--- src/shared/torque_cond_pkg.sv ---
// Constants, register map and types shared by the torque command conditioning block
package torque_cond_pkg;

   // Data widths
   localparam int unsigned ADDR_W   = 8;
   localparam int unsigned DATA_W   = 32;
   localparam int unsigned CMD_W    = 16;
   localparam int unsigned PCT_W    = 11;
   localparam int unsigned BIAS_W   = 14;
   localparam int unsigned TC_W     = 13;
   localparam int unsigned LIM_W    = 7;
   localparam int unsigned SCALED_W = 29;
   localparam int unsigned NUM_W    = 36;
   localparam int unsigned DEN_W    = 23;
   localparam int unsigned CNT_W    = 6;

   // Register byte offsets
   localparam logic [ADDR_W-1:0] OFF_CTRL     = 8'h00;
   localparam logic [ADDR_W-1:0] OFF_MAX_PCT  = 8'h04;
   localparam logic [ADDR_W-1:0] OFF_BIAS     = 8'h08;
   localparam logic [ADDR_W-1:0] OFF_FILT_TC  = 8'h0C;
   localparam logic [ADDR_W-1:0] OFF_LIM_PRI  = 8'h10;
   localparam logic [ADDR_W-1:0] OFF_LIM_SEC  = 8'h14;
   localparam logic [ADDR_W-1:0] OFF_STATUS   = 8'h18;
   localparam logic [ADDR_W-1:0] OFF_DEMAND   = 8'h1C;

   // Field positions
   localparam int unsigned CTRL_TORQUE_MODE_BIT = 0;
   localparam int unsigned CTRL_LSEL_ASSIGN_BIT = 1;
   localparam int unsigned STAT_LSEL_BIT        = 0;
   localparam int unsigned STAT_CLAMP_BIT       = 1;
   localparam int unsigned STAT_BUSY_BIT        = 2;

   // Reset values
   localparam logic [1:0]        CTRL_RST    = 2'h1;
   localparam logic [PCT_W-1:0]  MAX_PCT_RST = 11'h064;
   localparam logic [BIAS_W-1:0] BIAS_RST    = 14'h0000;
   localparam logic [TC_W-1:0]   FILT_TC_RST = 13'h0000;
   localparam logic [LIM_W-1:0]  LIM_RST     = 7'h64;

   // Setting ranges, as 32-bit words for write saturation
   localparam logic [31:0] MAX_PCT_HI = 32'h0000_07D0;
   localparam logic [31:0] BIAS_HI    = 32'h0000_1F40;
   localparam logic [31:0] BIAS_LO    = 32'hFFFF_E0C0;
   localparam logic [31:0] FILT_TC_HI = 32'h0000_1388;
   localparam logic [31:0] LIM_HI     = 32'h0000_0064;

   // Scaling and timing: demand unit is 1e-4 percent of rated torque
   localparam logic [SCALED_W-1:0] UNITS_PER_PCT    = 29'h0000_2710;
   localparam logic [DEN_W-1:0]    US_PER_MS        = 23'h00_03E8;
   localparam logic [DEN_W-1:0]    SAMPLE_PERIOD_US = 23'h00_0064;

   // AXI responses
   localparam logic [1:0] RESP_OKAY   = 2'h0;
   localparam logic [1:0] RESP_SLVERR = 2'h2;

   // Datapath sequence, Gray coded
   typedef enum logic [1:0] {
      ST_IDLE   = 2'b00,
      ST_FILTER = 2'b01,
      ST_DIVIDE = 2'b11,
      ST_OUTPUT = 2'b10
   } path_state_t;

endpackage

--- src/serial_divider.sv ---
// Iterative restoring divider for the smoothing filter step
module serial_divider
   import torque_cond_pkg::*;
(
   // Clock and reset
   input  wire logic                          clk,
   input  wire logic                          srst,
   // Request
   input  wire logic                          start,
   input  wire logic [torque_cond_pkg::NUM_W-1:0] num,
   input  wire logic [torque_cond_pkg::DEN_W-1:0] den,
   // Result
   output logic                               busy,
   output logic                               done,
   output logic [torque_cond_pkg::NUM_W-1:0]  quo
);
   import torque_cond_pkg::*;

   logic             busy_reg, busy_next;
   logic             done_reg, done_next;
   logic [CNT_W-1:0] cnt_reg, cnt_next;
   logic [DEN_W:0]   rem_reg, rem_next;
   logic [NUM_W-1:0] quo_reg, quo_next;
   logic [DEN_W:0]   shifted;

   always_comb begin
      busy_next = busy_reg;
      cnt_next  = cnt_reg;
      rem_next  = rem_reg;
      quo_next  = quo_reg;
      done_next = 1'b0;
      shifted   = {rem_reg[DEN_W-1:0], quo_reg[NUM_W-1]};
      if (start && !busy_reg) begin
         busy_next = 1'b1;
         cnt_next  = CNT_W'(NUM_W);
         rem_next  = '0;
         quo_next  = num;
      end else if (busy_reg) begin
         // Denominator never zero: sample period is always added
         if (shifted >= {1'b0, den}) begin
            rem_next = shifted - {1'b0, den};
            quo_next = {quo_reg[NUM_W-2:0], 1'b1};
         end else begin
            rem_next = shifted;
            quo_next = {quo_reg[NUM_W-2:0], 1'b0};
         end
         cnt_next = cnt_reg - 1'b1;
         if (cnt_reg == 1) begin
            busy_next = 1'b0;
            done_next = 1'b1;
         end
      end
   end

   always_ff @(posedge clk) begin
      if (srst) begin
         busy_reg <= 1'b0;
         done_reg <= 1'b0;
         cnt_reg  <= '0;
         rem_reg  <= '0;
         quo_reg  <= '0;
      end else begin
         busy_reg <= busy_next;
         done_reg <= done_next;
         cnt_reg  <= cnt_next;
         rem_reg  <= rem_next;
         quo_reg  <= quo_next;
      end
   end

   assign busy = busy_reg;
   assign done = done_reg;
   assign quo  = quo_reg;
endmodule

--- src/torque_command_conditioning.sv ---
// Torque command scaling, offset, smoothing and limiting with an AXI4-Lite register slave
//
// Added by the designer: register access over AXI4-Lite and the register offsets.
module torque_command_conditioning
   import torque_cond_pkg::*;
(
   // Clock and reset
   input  wire logic                                 REF_CLK,
   input  wire logic                                 SRST,
   // AXI4-Lite write address
   input  wire logic [torque_cond_pkg::ADDR_W-1:0]   S_AXI_AWADDR,
   input  wire logic                                 S_AXI_AWVALID,
   output logic                                      S_AXI_AWREADY,
   // AXI4-Lite write data
   input  wire logic [torque_cond_pkg::DATA_W-1:0]   S_AXI_WDATA,
   input  wire logic [3:0]                           S_AXI_WSTRB,
   input  wire logic                                 S_AXI_WVALID,
   output logic                                      S_AXI_WREADY,
   // AXI4-Lite write response
   output logic [1:0]                                S_AXI_BRESP,
   output logic                                      S_AXI_BVALID,
   input  wire logic                                 S_AXI_BREADY,
   // AXI4-Lite read address
   input  wire logic [torque_cond_pkg::ADDR_W-1:0]   S_AXI_ARADDR,
   input  wire logic                                 S_AXI_ARVALID,
   output logic                                      S_AXI_ARREADY,
   // AXI4-Lite read data
   output logic [torque_cond_pkg::DATA_W-1:0]        S_AXI_RDATA,
   output logic [1:0]                                S_AXI_RRESP,
   output logic                                      S_AXI_RVALID,
   input  wire logic                                 S_AXI_RREADY,
   // Digitised torque command in millivolts
   input  wire logic signed [torque_cond_pkg::CMD_W-1:0] CMD_MV,
   input  wire logic                                 CMD_VALID,
   output logic                                      CMD_READY,
   // Limit select contact, low when shorted to signal ground
   input  wire logic                                 LIMIT_SELECT_CONTACT_N,
   // Conditioned torque demand to the torque loop
   output logic signed [torque_cond_pkg::SCALED_W-1:0] TORQUE_DEMAND,
   output logic                                      TORQUE_VALID
);
   import torque_cond_pkg::*;

   function automatic logic [31:0] merge_strb(logic [31:0] old, logic [31:0] data, logic [3:0] strb);
      logic [31:0] res;
      res = old;
      for (int i = 0; i < 4; i++) begin
         if (strb[i]) begin
            res[i*8 +: 8] = data[i*8 +: 8];
         end
      end
      return res;
   endfunction

   function automatic logic [31:0] clamp_u(logic [31:0] v, logic [31:0] hi);
      return (v > hi) ? hi : v;
   endfunction

   function automatic logic [31:0] clamp_s(logic [31:0] v, logic [31:0] lo, logic [31:0] hi);
      logic [31:0] res;
      res = v;
      if ($signed(v) > $signed(hi)) begin
         res = hi;
      end else if ($signed(v) < $signed(lo)) begin
         res = lo;
      end
      return res;
   endfunction

   // Pin synchroniser
   logic sync1_reg, sync2_reg;
   always_ff @(posedge REF_CLK) begin
      if (SRST) begin
         sync1_reg <= 1'b1;
         sync2_reg <= 1'b1;
      end else begin
         sync1_reg <= LIMIT_SELECT_CONTACT_N;
         sync2_reg <= sync1_reg;
      end
   end

   // Bus and settings state
   logic                    aw_held_reg, aw_held_next;
   logic [ADDR_W-1:0]       awaddr_reg, awaddr_next;
   logic                    w_held_reg, w_held_next;
   logic [DATA_W-1:0]       wdata_reg, wdata_next;
   logic [3:0]              wstrb_reg, wstrb_next;
   logic                    bvalid_reg, bvalid_next;
   logic [1:0]              bresp_reg, bresp_next;
   logic                    rvalid_reg, rvalid_next;
   logic [DATA_W-1:0]       rdata_reg, rdata_next;
   logic [1:0]              rresp_reg, rresp_next;
   logic [1:0]              ctrl_reg, ctrl_next;
   logic [PCT_W-1:0]        max_command_torque_pct_reg, max_command_torque_pct_next;
   logic signed [BIAS_W-1:0] torque_cmd_bias_mv_reg, torque_cmd_bias_mv_next;
   logic [TC_W-1:0]         torque_cmd_filter_tc_reg, torque_cmd_filter_tc_next;
   logic [LIM_W-1:0]        torque_limit_primary_reg, torque_limit_primary_next;
   logic [LIM_W-1:0]        torque_limit_secondary_reg, torque_limit_secondary_next;

   // Datapath state
   path_state_t               state_reg, state_next;
   logic signed [SCALED_W-1:0] scaled_reg, scaled_next;
   logic signed [SCALED_W-1:0] filt_reg, filt_next;
   logic signed [SCALED_W-1:0] demand_reg, demand_next;
   logic                       tvalid_reg, tvalid_next;
   logic                       clamp_reg, clamp_next;

   logic                 limit_select_input;
   logic                 aw_hs, w_hs, ar_hs;
   logic [31:0]          merged;
   logic [DATA_W-1:0]    status_word;
   logic                 bypass;
   logic                 div_start, div_busy, div_done;
   logic [NUM_W-1:0]     div_quo;
   logic signed [SCALED_W:0] err;
   logic [SCALED_W:0]    err_mag;
   logic [NUM_W-1:0]     div_num;
   logic [DEN_W-1:0]     div_den;

   // Unassigned input keeps the primary limit
   assign limit_select_input = ctrl_reg[CTRL_LSEL_ASSIGN_BIT] && !sync2_reg;

   assign aw_hs = S_AXI_AWVALID && S_AXI_AWREADY;
   assign w_hs  = S_AXI_WVALID && S_AXI_WREADY;
   assign ar_hs = S_AXI_ARVALID && S_AXI_ARREADY;
   assign S_AXI_AWREADY = !aw_held_reg && !bvalid_reg;
   assign S_AXI_WREADY  = !w_held_reg && !bvalid_reg;
   assign S_AXI_ARREADY = !rvalid_reg;

   always_comb begin
      status_word = '0;
      status_word[STAT_LSEL_BIT]  = limit_select_input;
      status_word[STAT_CLAMP_BIT] = clamp_reg;
      status_word[STAT_BUSY_BIT]  = (state_reg != ST_IDLE) || div_busy;
   end

   always_comb begin
      aw_held_next = aw_held_reg;
      awaddr_next  = awaddr_reg;
      w_held_next  = w_held_reg;
      wdata_next   = wdata_reg;
      wstrb_next   = wstrb_reg;
      bvalid_next  = bvalid_reg;
      bresp_next   = bresp_reg;
      rvalid_next  = rvalid_reg;
      rdata_next   = rdata_reg;
      rresp_next   = rresp_reg;
      ctrl_next                   = ctrl_reg;
      max_command_torque_pct_next = max_command_torque_pct_reg;
      torque_cmd_bias_mv_next     = torque_cmd_bias_mv_reg;
      torque_cmd_filter_tc_next   = torque_cmd_filter_tc_reg;
      torque_limit_primary_next   = torque_limit_primary_reg;
      torque_limit_secondary_next = torque_limit_secondary_reg;
      merged = '0;
      if (aw_hs) begin
         aw_held_next = 1'b1;
         awaddr_next  = S_AXI_AWADDR;
      end
      if (w_hs) begin
         w_held_next = 1'b1;
         wdata_next  = S_AXI_WDATA;
         wstrb_next  = S_AXI_WSTRB;
      end
      if (bvalid_reg && S_AXI_BREADY) begin
         bvalid_next = 1'b0;
      end
      if (aw_held_reg && w_held_reg) begin
         aw_held_next = 1'b0;
         w_held_next  = 1'b0;
         bvalid_next  = 1'b1;
         bresp_next   = RESP_OKAY;
         // Out-of-range settings saturate rather than wrap
         if (awaddr_reg == OFF_CTRL) begin
            merged    = merge_strb(32'(ctrl_reg), wdata_reg, wstrb_reg);
            ctrl_next = merged[1:0];
         end else if (awaddr_reg == OFF_MAX_PCT) begin
            merged = merge_strb(32'(max_command_torque_pct_reg), wdata_reg, wstrb_reg);
            max_command_torque_pct_next = PCT_W'(clamp_u(merged, MAX_PCT_HI));
         end else if (awaddr_reg == OFF_BIAS) begin
            merged = merge_strb(32'(torque_cmd_bias_mv_reg), wdata_reg, wstrb_reg);
            torque_cmd_bias_mv_next = BIAS_W'(clamp_s(merged, BIAS_LO, BIAS_HI));
         end else if (awaddr_reg == OFF_FILT_TC) begin
            merged = merge_strb(32'(torque_cmd_filter_tc_reg), wdata_reg, wstrb_reg);
            torque_cmd_filter_tc_next = TC_W'(clamp_u(merged, FILT_TC_HI));
         end else if (awaddr_reg == OFF_LIM_PRI) begin
            merged = merge_strb(32'(torque_limit_primary_reg), wdata_reg, wstrb_reg);
            torque_limit_primary_next = LIM_W'(clamp_u(merged, LIM_HI));
         end else if (awaddr_reg == OFF_LIM_SEC) begin
            merged = merge_strb(32'(torque_limit_secondary_reg), wdata_reg, wstrb_reg);
            torque_limit_secondary_next = LIM_W'(clamp_u(merged, LIM_HI));
         end else if (awaddr_reg == OFF_STATUS || awaddr_reg == OFF_DEMAND) begin
            bresp_next = RESP_OKAY;
         end else begin
            bresp_next = RESP_SLVERR;
         end
      end
      if (rvalid_reg && S_AXI_RREADY) begin
         rvalid_next = 1'b0;
      end
      if (ar_hs) begin
         rvalid_next = 1'b1;
         rresp_next  = RESP_OKAY;
         rdata_next  = '0;
         if (S_AXI_ARADDR == OFF_CTRL) begin
            rdata_next = 32'(ctrl_reg);
         end else if (S_AXI_ARADDR == OFF_MAX_PCT) begin
            rdata_next = 32'(max_command_torque_pct_reg);
         end else if (S_AXI_ARADDR == OFF_BIAS) begin
            rdata_next = 32'(torque_cmd_bias_mv_reg);
         end else if (S_AXI_ARADDR == OFF_FILT_TC) begin
            rdata_next = 32'(torque_cmd_filter_tc_reg);
         end else if (S_AXI_ARADDR == OFF_LIM_PRI) begin
            rdata_next = 32'(torque_limit_primary_reg);
         end else if (S_AXI_ARADDR == OFF_LIM_SEC) begin
            rdata_next = 32'(torque_limit_secondary_reg);
         end else if (S_AXI_ARADDR == OFF_STATUS) begin
            rdata_next = status_word;
         end else if (S_AXI_ARADDR == OFF_DEMAND) begin
            rdata_next = 32'(demand_reg);
         end else begin
            rresp_next = RESP_SLVERR;
         end
      end
   end

   always_ff @(posedge REF_CLK) begin
      if (SRST) begin
         aw_held_reg <= 1'b0;
         awaddr_reg  <= '0;
         w_held_reg  <= 1'b0;
         wdata_reg   <= '0;
         wstrb_reg   <= '0;
         bvalid_reg  <= 1'b0;
         bresp_reg   <= RESP_OKAY;
         rvalid_reg  <= 1'b0;
         rdata_reg   <= '0;
         rresp_reg   <= RESP_OKAY;
         ctrl_reg                   <= CTRL_RST;
         max_command_torque_pct_reg <= MAX_PCT_RST;
         torque_cmd_bias_mv_reg     <= BIAS_RST;
         torque_cmd_filter_tc_reg   <= FILT_TC_RST;
         torque_limit_primary_reg   <= LIM_RST;
         torque_limit_secondary_reg <= LIM_RST;
      end else begin
         aw_held_reg <= aw_held_next;
         awaddr_reg  <= awaddr_next;
         w_held_reg  <= w_held_next;
         wdata_reg   <= wdata_next;
         wstrb_reg   <= wstrb_next;
         bvalid_reg  <= bvalid_next;
         bresp_reg   <= bresp_next;
         rvalid_reg  <= rvalid_next;
         rdata_reg   <= rdata_next;
         rresp_reg   <= rresp_next;
         ctrl_reg                   <= ctrl_next;
         max_command_torque_pct_reg <= max_command_torque_pct_next;
         torque_cmd_bias_mv_reg     <= torque_cmd_bias_mv_next;
         torque_cmd_filter_tc_reg   <= torque_cmd_filter_tc_next;
         torque_limit_primary_reg   <= torque_limit_primary_next;
         torque_limit_secondary_reg <= torque_limit_secondary_next;
      end
   end

   assign S_AXI_BVALID = bvalid_reg;
   assign S_AXI_BRESP  = bresp_reg;
   assign S_AXI_RVALID = rvalid_reg;
   assign S_AXI_RDATA  = rdata_reg;
   assign S_AXI_RRESP  = rresp_reg;

   // Smoothing step: y += (x - y) * Ts / (tau + Ts)
   assign bypass  = (torque_cmd_filter_tc_reg == '0) || !ctrl_reg[CTRL_TORQUE_MODE_BIT];
   assign err     = (SCALED_W+1)'(scaled_reg) - (SCALED_W+1)'(filt_reg);
   assign err_mag = err[SCALED_W] ? (SCALED_W+1)'(-err) : (SCALED_W+1)'(err);
   assign div_num = NUM_W'(err_mag) * NUM_W'(SAMPLE_PERIOD_US);
   assign div_den = DEN_W'(torque_cmd_filter_tc_reg) * US_PER_MS + SAMPLE_PERIOD_US;
   assign div_start = (state_reg == ST_FILTER) && !bypass;

   serial_divider u_div (
      .clk   (REF_CLK),
      .srst  (SRST),
      .start (div_start),
      .num   (div_num),
      .den   (div_den),
      .busy  (div_busy),
      .done  (div_done),
      .quo   (div_quo)
   );

   logic signed [CMD_W:0]      diff;
   logic signed [SCALED_W:0]   step;
   logic [LIM_W-1:0]           lim_pct;
   logic signed [SCALED_W-1:0] lim_units;

   // Samples offered while busy wait on CMD_READY
   assign CMD_READY = (state_reg == ST_IDLE);

   always_comb begin
      state_next  = state_reg;
      scaled_next = scaled_reg;
      filt_next   = filt_reg;
      demand_next = demand_reg;
      clamp_next  = clamp_reg;
      tvalid_next = 1'b0;
      diff = (CMD_W+1)'(CMD_MV) - (CMD_W+1)'(torque_cmd_bias_mv_reg);
      step = err[SCALED_W] ? -(SCALED_W+1)'(div_quo) : (SCALED_W+1)'(div_quo);
      if (limit_select_input && (torque_limit_secondary_reg < torque_limit_primary_reg)) begin
         lim_pct = torque_limit_secondary_reg;
      end else begin
         lim_pct = torque_limit_primary_reg;
      end
      lim_units = $signed(SCALED_W'(lim_pct) * UNITS_PER_PCT);
      case (state_reg)
         ST_IDLE: begin
            if (CMD_VALID) begin
               // Millivolts times percent gives 1e-4 percent units, so 10 V maps to the setting
               scaled_next = SCALED_W'(diff) * $signed({1'b0, max_command_torque_pct_reg});
               state_next  = ST_FILTER;
            end
         end
         ST_FILTER: begin
            if (bypass) begin
               filt_next  = scaled_reg;
               state_next = ST_OUTPUT;
            end else begin
               state_next = ST_DIVIDE;
            end
         end
         ST_DIVIDE: begin
            if (div_done) begin
               filt_next  = SCALED_W'((SCALED_W+1)'(filt_reg) + step);
               state_next = ST_OUTPUT;
            end
         end
         ST_OUTPUT: begin
            clamp_next = 1'b1;
            if (filt_reg > lim_units) begin
               demand_next = lim_units;
            end else if (filt_reg < -lim_units) begin
               demand_next = -lim_units;
            end else begin
               demand_next = filt_reg;
               clamp_next  = 1'b0;
            end
            tvalid_next = 1'b1;
            state_next  = ST_IDLE;
         end
         default: begin
            state_next = ST_IDLE;
         end
      endcase
   end

   always_ff @(posedge REF_CLK) begin
      if (SRST) begin
         state_reg  <= ST_IDLE;
         scaled_reg <= '0;
         filt_reg   <= '0;
         demand_reg <= '0;
         tvalid_reg <= 1'b0;
         clamp_reg  <= 1'b0;
      end else begin
         state_reg  <= state_next;
         scaled_reg <= scaled_next;
         filt_reg   <= filt_next;
         demand_reg <= demand_next;
         tvalid_reg <= tvalid_next;
         clamp_reg  <= clamp_next;
      end
   end

   assign TORQUE_DEMAND = demand_reg;
   assign TORQUE_VALID  = tvalid_reg;
endmodule

--- config.mk ---
export PLATFORM = sky130hd
export DESIGN_NAME = torque_command_conditioning
export DESIGN_NICKNAME = d
export VERILOG_FILES = /design/src/shared/torque_cond_pkg.sv /design/src/serial_divider.sv /design/src/torque_command_conditioning.sv
export SDC_FILE = /design/constraint.sdc
export NUM_CORES = 2
export LEC_CHECK = 0
export BUFFER_PORTS_ARGS = -buffer_cell sky130_fd_sc_hd__buf_2
export CAP_MARGIN = 20
export CORE_ASPECT_RATIO = 0.9
export CORE_MARGIN = 2
export CORE_UTILIZATION = 60
export CTS_BUF_LIST = sky130_fd_sc_hd__clkbuf_16
export CTS_CLUSTER_SIZE = 20
export DETAILED_ROUTE_END_ITERATION = 16
export HOLD_SLACK_MARGIN = 0.03
export PLACE_DENSITY = 0.8
export SYNTH_ARGS = -nofsm -noshare
export SYNTH_HDL_FRONTEND = slang
export SYNTH_SLANG_ARGS = --single-unit
--- constraint.sdc ---
create_clock -name REF_CLK -period 10.3 [get_ports REF_CLK]
set_input_delay 1.03 -clock REF_CLK [delete_from_list [all_inputs] [get_ports REF_CLK]]
set_output_delay 1.03 -clock REF_CLK [all_outputs]
set_load 0.02 [all_outputs]
==> results_dict.tcl <==
set metrics [dict create \
    final_antenna_net_count 0 \
    outcome "finished clean" \
    reg2reg_from "torque_limit_primary_reg[1]" \
    port-buffer-count 146 \
    clkLatencyLatePin_ns 0.58 \
    root_buffer "clkbuf_16" \
    grt_pass1_vias 28300 \
    htreeDepth 2 \
    fmax_mhz 109 \
    synth_cell_types 107 \
    clk_pin_slew_ns 0.07 \
    slew_viol_final 0 \
    ys_seq_area_frac 0.175 \
    slew_headroom 0.270 \
    arrival_ns 9.68 \
    ios 149 \
    place_congestion 0.971 \
    clockBufferDepth 3 \
    drcViolationCount 0 \
    grt_pass1_wl_mm 148 \
    syn_avg_cell_area_sq_um 7.99 \
    ctsHoldBuffers 0 \
    final_common_cell "inv_1" \
    hp-class "reg2reg" \
    grt_use_total 0.316 \
    initial_core_util 0.604 \
    worstHoldStart "sync1_reg" \
    largest_register_ff_count 36 \
    maxCapViolCount 0 \
    period_minus_slack_ns 9.19 \
    holdPathStages 1 \
    cts_resized 0 \
    num-nets-final 4949 \
    grt.overflow.total 0 \
    period_share 0.893 \
    r2r-end "TORQUE_DEMAND[5]" \
    die_area_sq_um 57700 \
    nFillCells 4757 \
    ys_warn_count 0 \
    final_cell_mix "inv_1, nand2_1, ha_1" \
    wl_per_cell_um 18.6 \
    regArea_sq_um 5870 \
    fp.dieH_um 228 \
    drive_gt1_frac 0.0733 \
    path_common_cell "a21oi_1" \
    place_area_sq_um 34600 \
    synthFlopType "dfxtp_1" \
    clock-sinks 293 \
    start_kind "flip-flop" \
    setup_tns_ns 0 \
    cp_max_fo 40 \
    syn-instance-count 4191 \
    core_area_sq_um 55400 \
    setup_viol 0 \
    cts_tree "done" \
    antenna_found_initial 4 \
    synth-edff-count 0 \
    hold_ws_ns 0.408 \
    reg2reg_depth 33 \
    end_kind "flip-flop" \
    async_reset_ff_frac 0 \
    synth-seq-cells 293 \
    cts_buffers 38 \
    crit_required_ns 10.79 \
    wl_mm 92.4 \
    worst_slew_pin_slew_ns 1.09 \
    grt_max_degree 91 \
    skew_ns 0.0306 \
    die_w_um 253 \
    whs_endpoint "sync2_reg" \
    syn2layout_area_growth_pct 7.12 \
    post-dp-hpwl_mm 71.7 \
    max_stage_delay_ns 0.74 \
    hold_viol_final 0 \
    multiInputGateArea_sq_um 25000 \
    drtIter0Drc 2223 \
    fin_area_sq_um 35900 \
    cpMaxStageDelayCell "a31o_2" \
    cts_setup_buffers 0 \
    drt-pass1-iter-count 6 \
    rows 82 \
    num_vias 29900 \
    rsz0062_at_grt "no" \
    syn_area_sq_um 33500 \
    via_per_inst 6.01 \
    critPathKind "reg2reg" \
    r2r_setup_slack_ns 1.11 \
]
-- through the flow --
step | setup slack, ns | std cells | utilization
final | 1.11 | 4972 | 0.647
after global routing | 0.275 | 4971 | 0.647
after CTS | 1.16 | 4970 | 0.647
after detailed placement | 1.26 | 4901 | 0.625
after global placement | 1.43 | 4901 | 0.625
after floorplan | 2.17 | 4192 | -
-- layer usage --
layer	up-vias	global-route usage	share of wire
li1	14400	-	-
met1	14100	0.437	0.44
met2	1105	0.495	0.44
met3	227	0.0601	0.083
met4	6	0.110	0.036
met5	-	0	0.00042
-- cells by family (layout without fill, tap and decap cells) --
group,Yosys count,count (layout),share of synthesized area
muxes,42,42,0.0143
adders and majority gates,644,644,0.297
AOI/OAI and AO/OA,1028,1028,0.197
and+or+nand+nor,1261,1261,0.176
buffers and inverters,687,752,0.0795
xor gates and xnor gates,235,235,0.0615
other,1,3,0.000112
DFF,293,293,0.175
-- final cells by class --
cell class | instances | area share
Antenna cell | 1 | 0.0000698
Clock buffer | 39 | 0.0272
Clock inverter | 30 | 0.00701
Inverter | 502 | 0.0526
Multi-Input combinational cell | 3212 | 0.697
Sequential cell | 293 | 0.164
Tap cell | 714 | 0.0249
Timing Repair Buffer | 181 | 0.0279
-- cell usage after synthesis (26+ instances only) --
cell,count,area (sq um)
inv_1,498,1870
nand2_1,436,1640
ha_1,395,4940
a21oi_1,389,1950
nor2_1,339,1270
dfxtp_1,293,5870
fa_1,249,4980
o21ai_0,171,856
clkbuf_1,162,608
xnor2_1,158,1380
and2_1,98,613
nor3_1,82,410
xor2_1,77,674
nand3_1,73,365
a211oi_1,58,435
a21o_1,56,420
nand2b_1,39,244
a31oi_1,38,238
nor2b_1,33,206
mux2i_1,31,310
nand4_1,31,194
o21bai_1,30,225
nor4_1,28,175
a22oi_1,26,195
-- how the worst max path moves through the flow --
stage,cells past startpoint,to,from,slack (ns)
floorplan,33,scaled_reg[28],CMD_MV[0],2.17
finish,33,TORQUE_DEMAND[5],torque_limit_primary_reg[1],1.11
global placement,33,TORQUE_DEMAND[5],torque_limit_primary_reg[1],1.43
global route,34,TORQUE_DEMAND[19],torque_limit_primary_reg[1],0.27
detailed placement,33,TORQUE_DEMAND[5],torque_limit_primary_reg[1],1.26
CTS,33,TORQUE_DEMAND[5],torque_limit_primary_reg[1],1.16
-- worst max-delay path, delay by kind of cell (launching register included) --
kind	cells	cell delay, ns
buf+inv	4	0.56
simple gates	5	1.48
compound gates	18	4.28
fa+ha+maj	6	2.38
flops	1	0.38
Power is left out: the tool's default activity adds up to more than one toggle a clock period on the data nets, which glitch-free logic cannot reach.
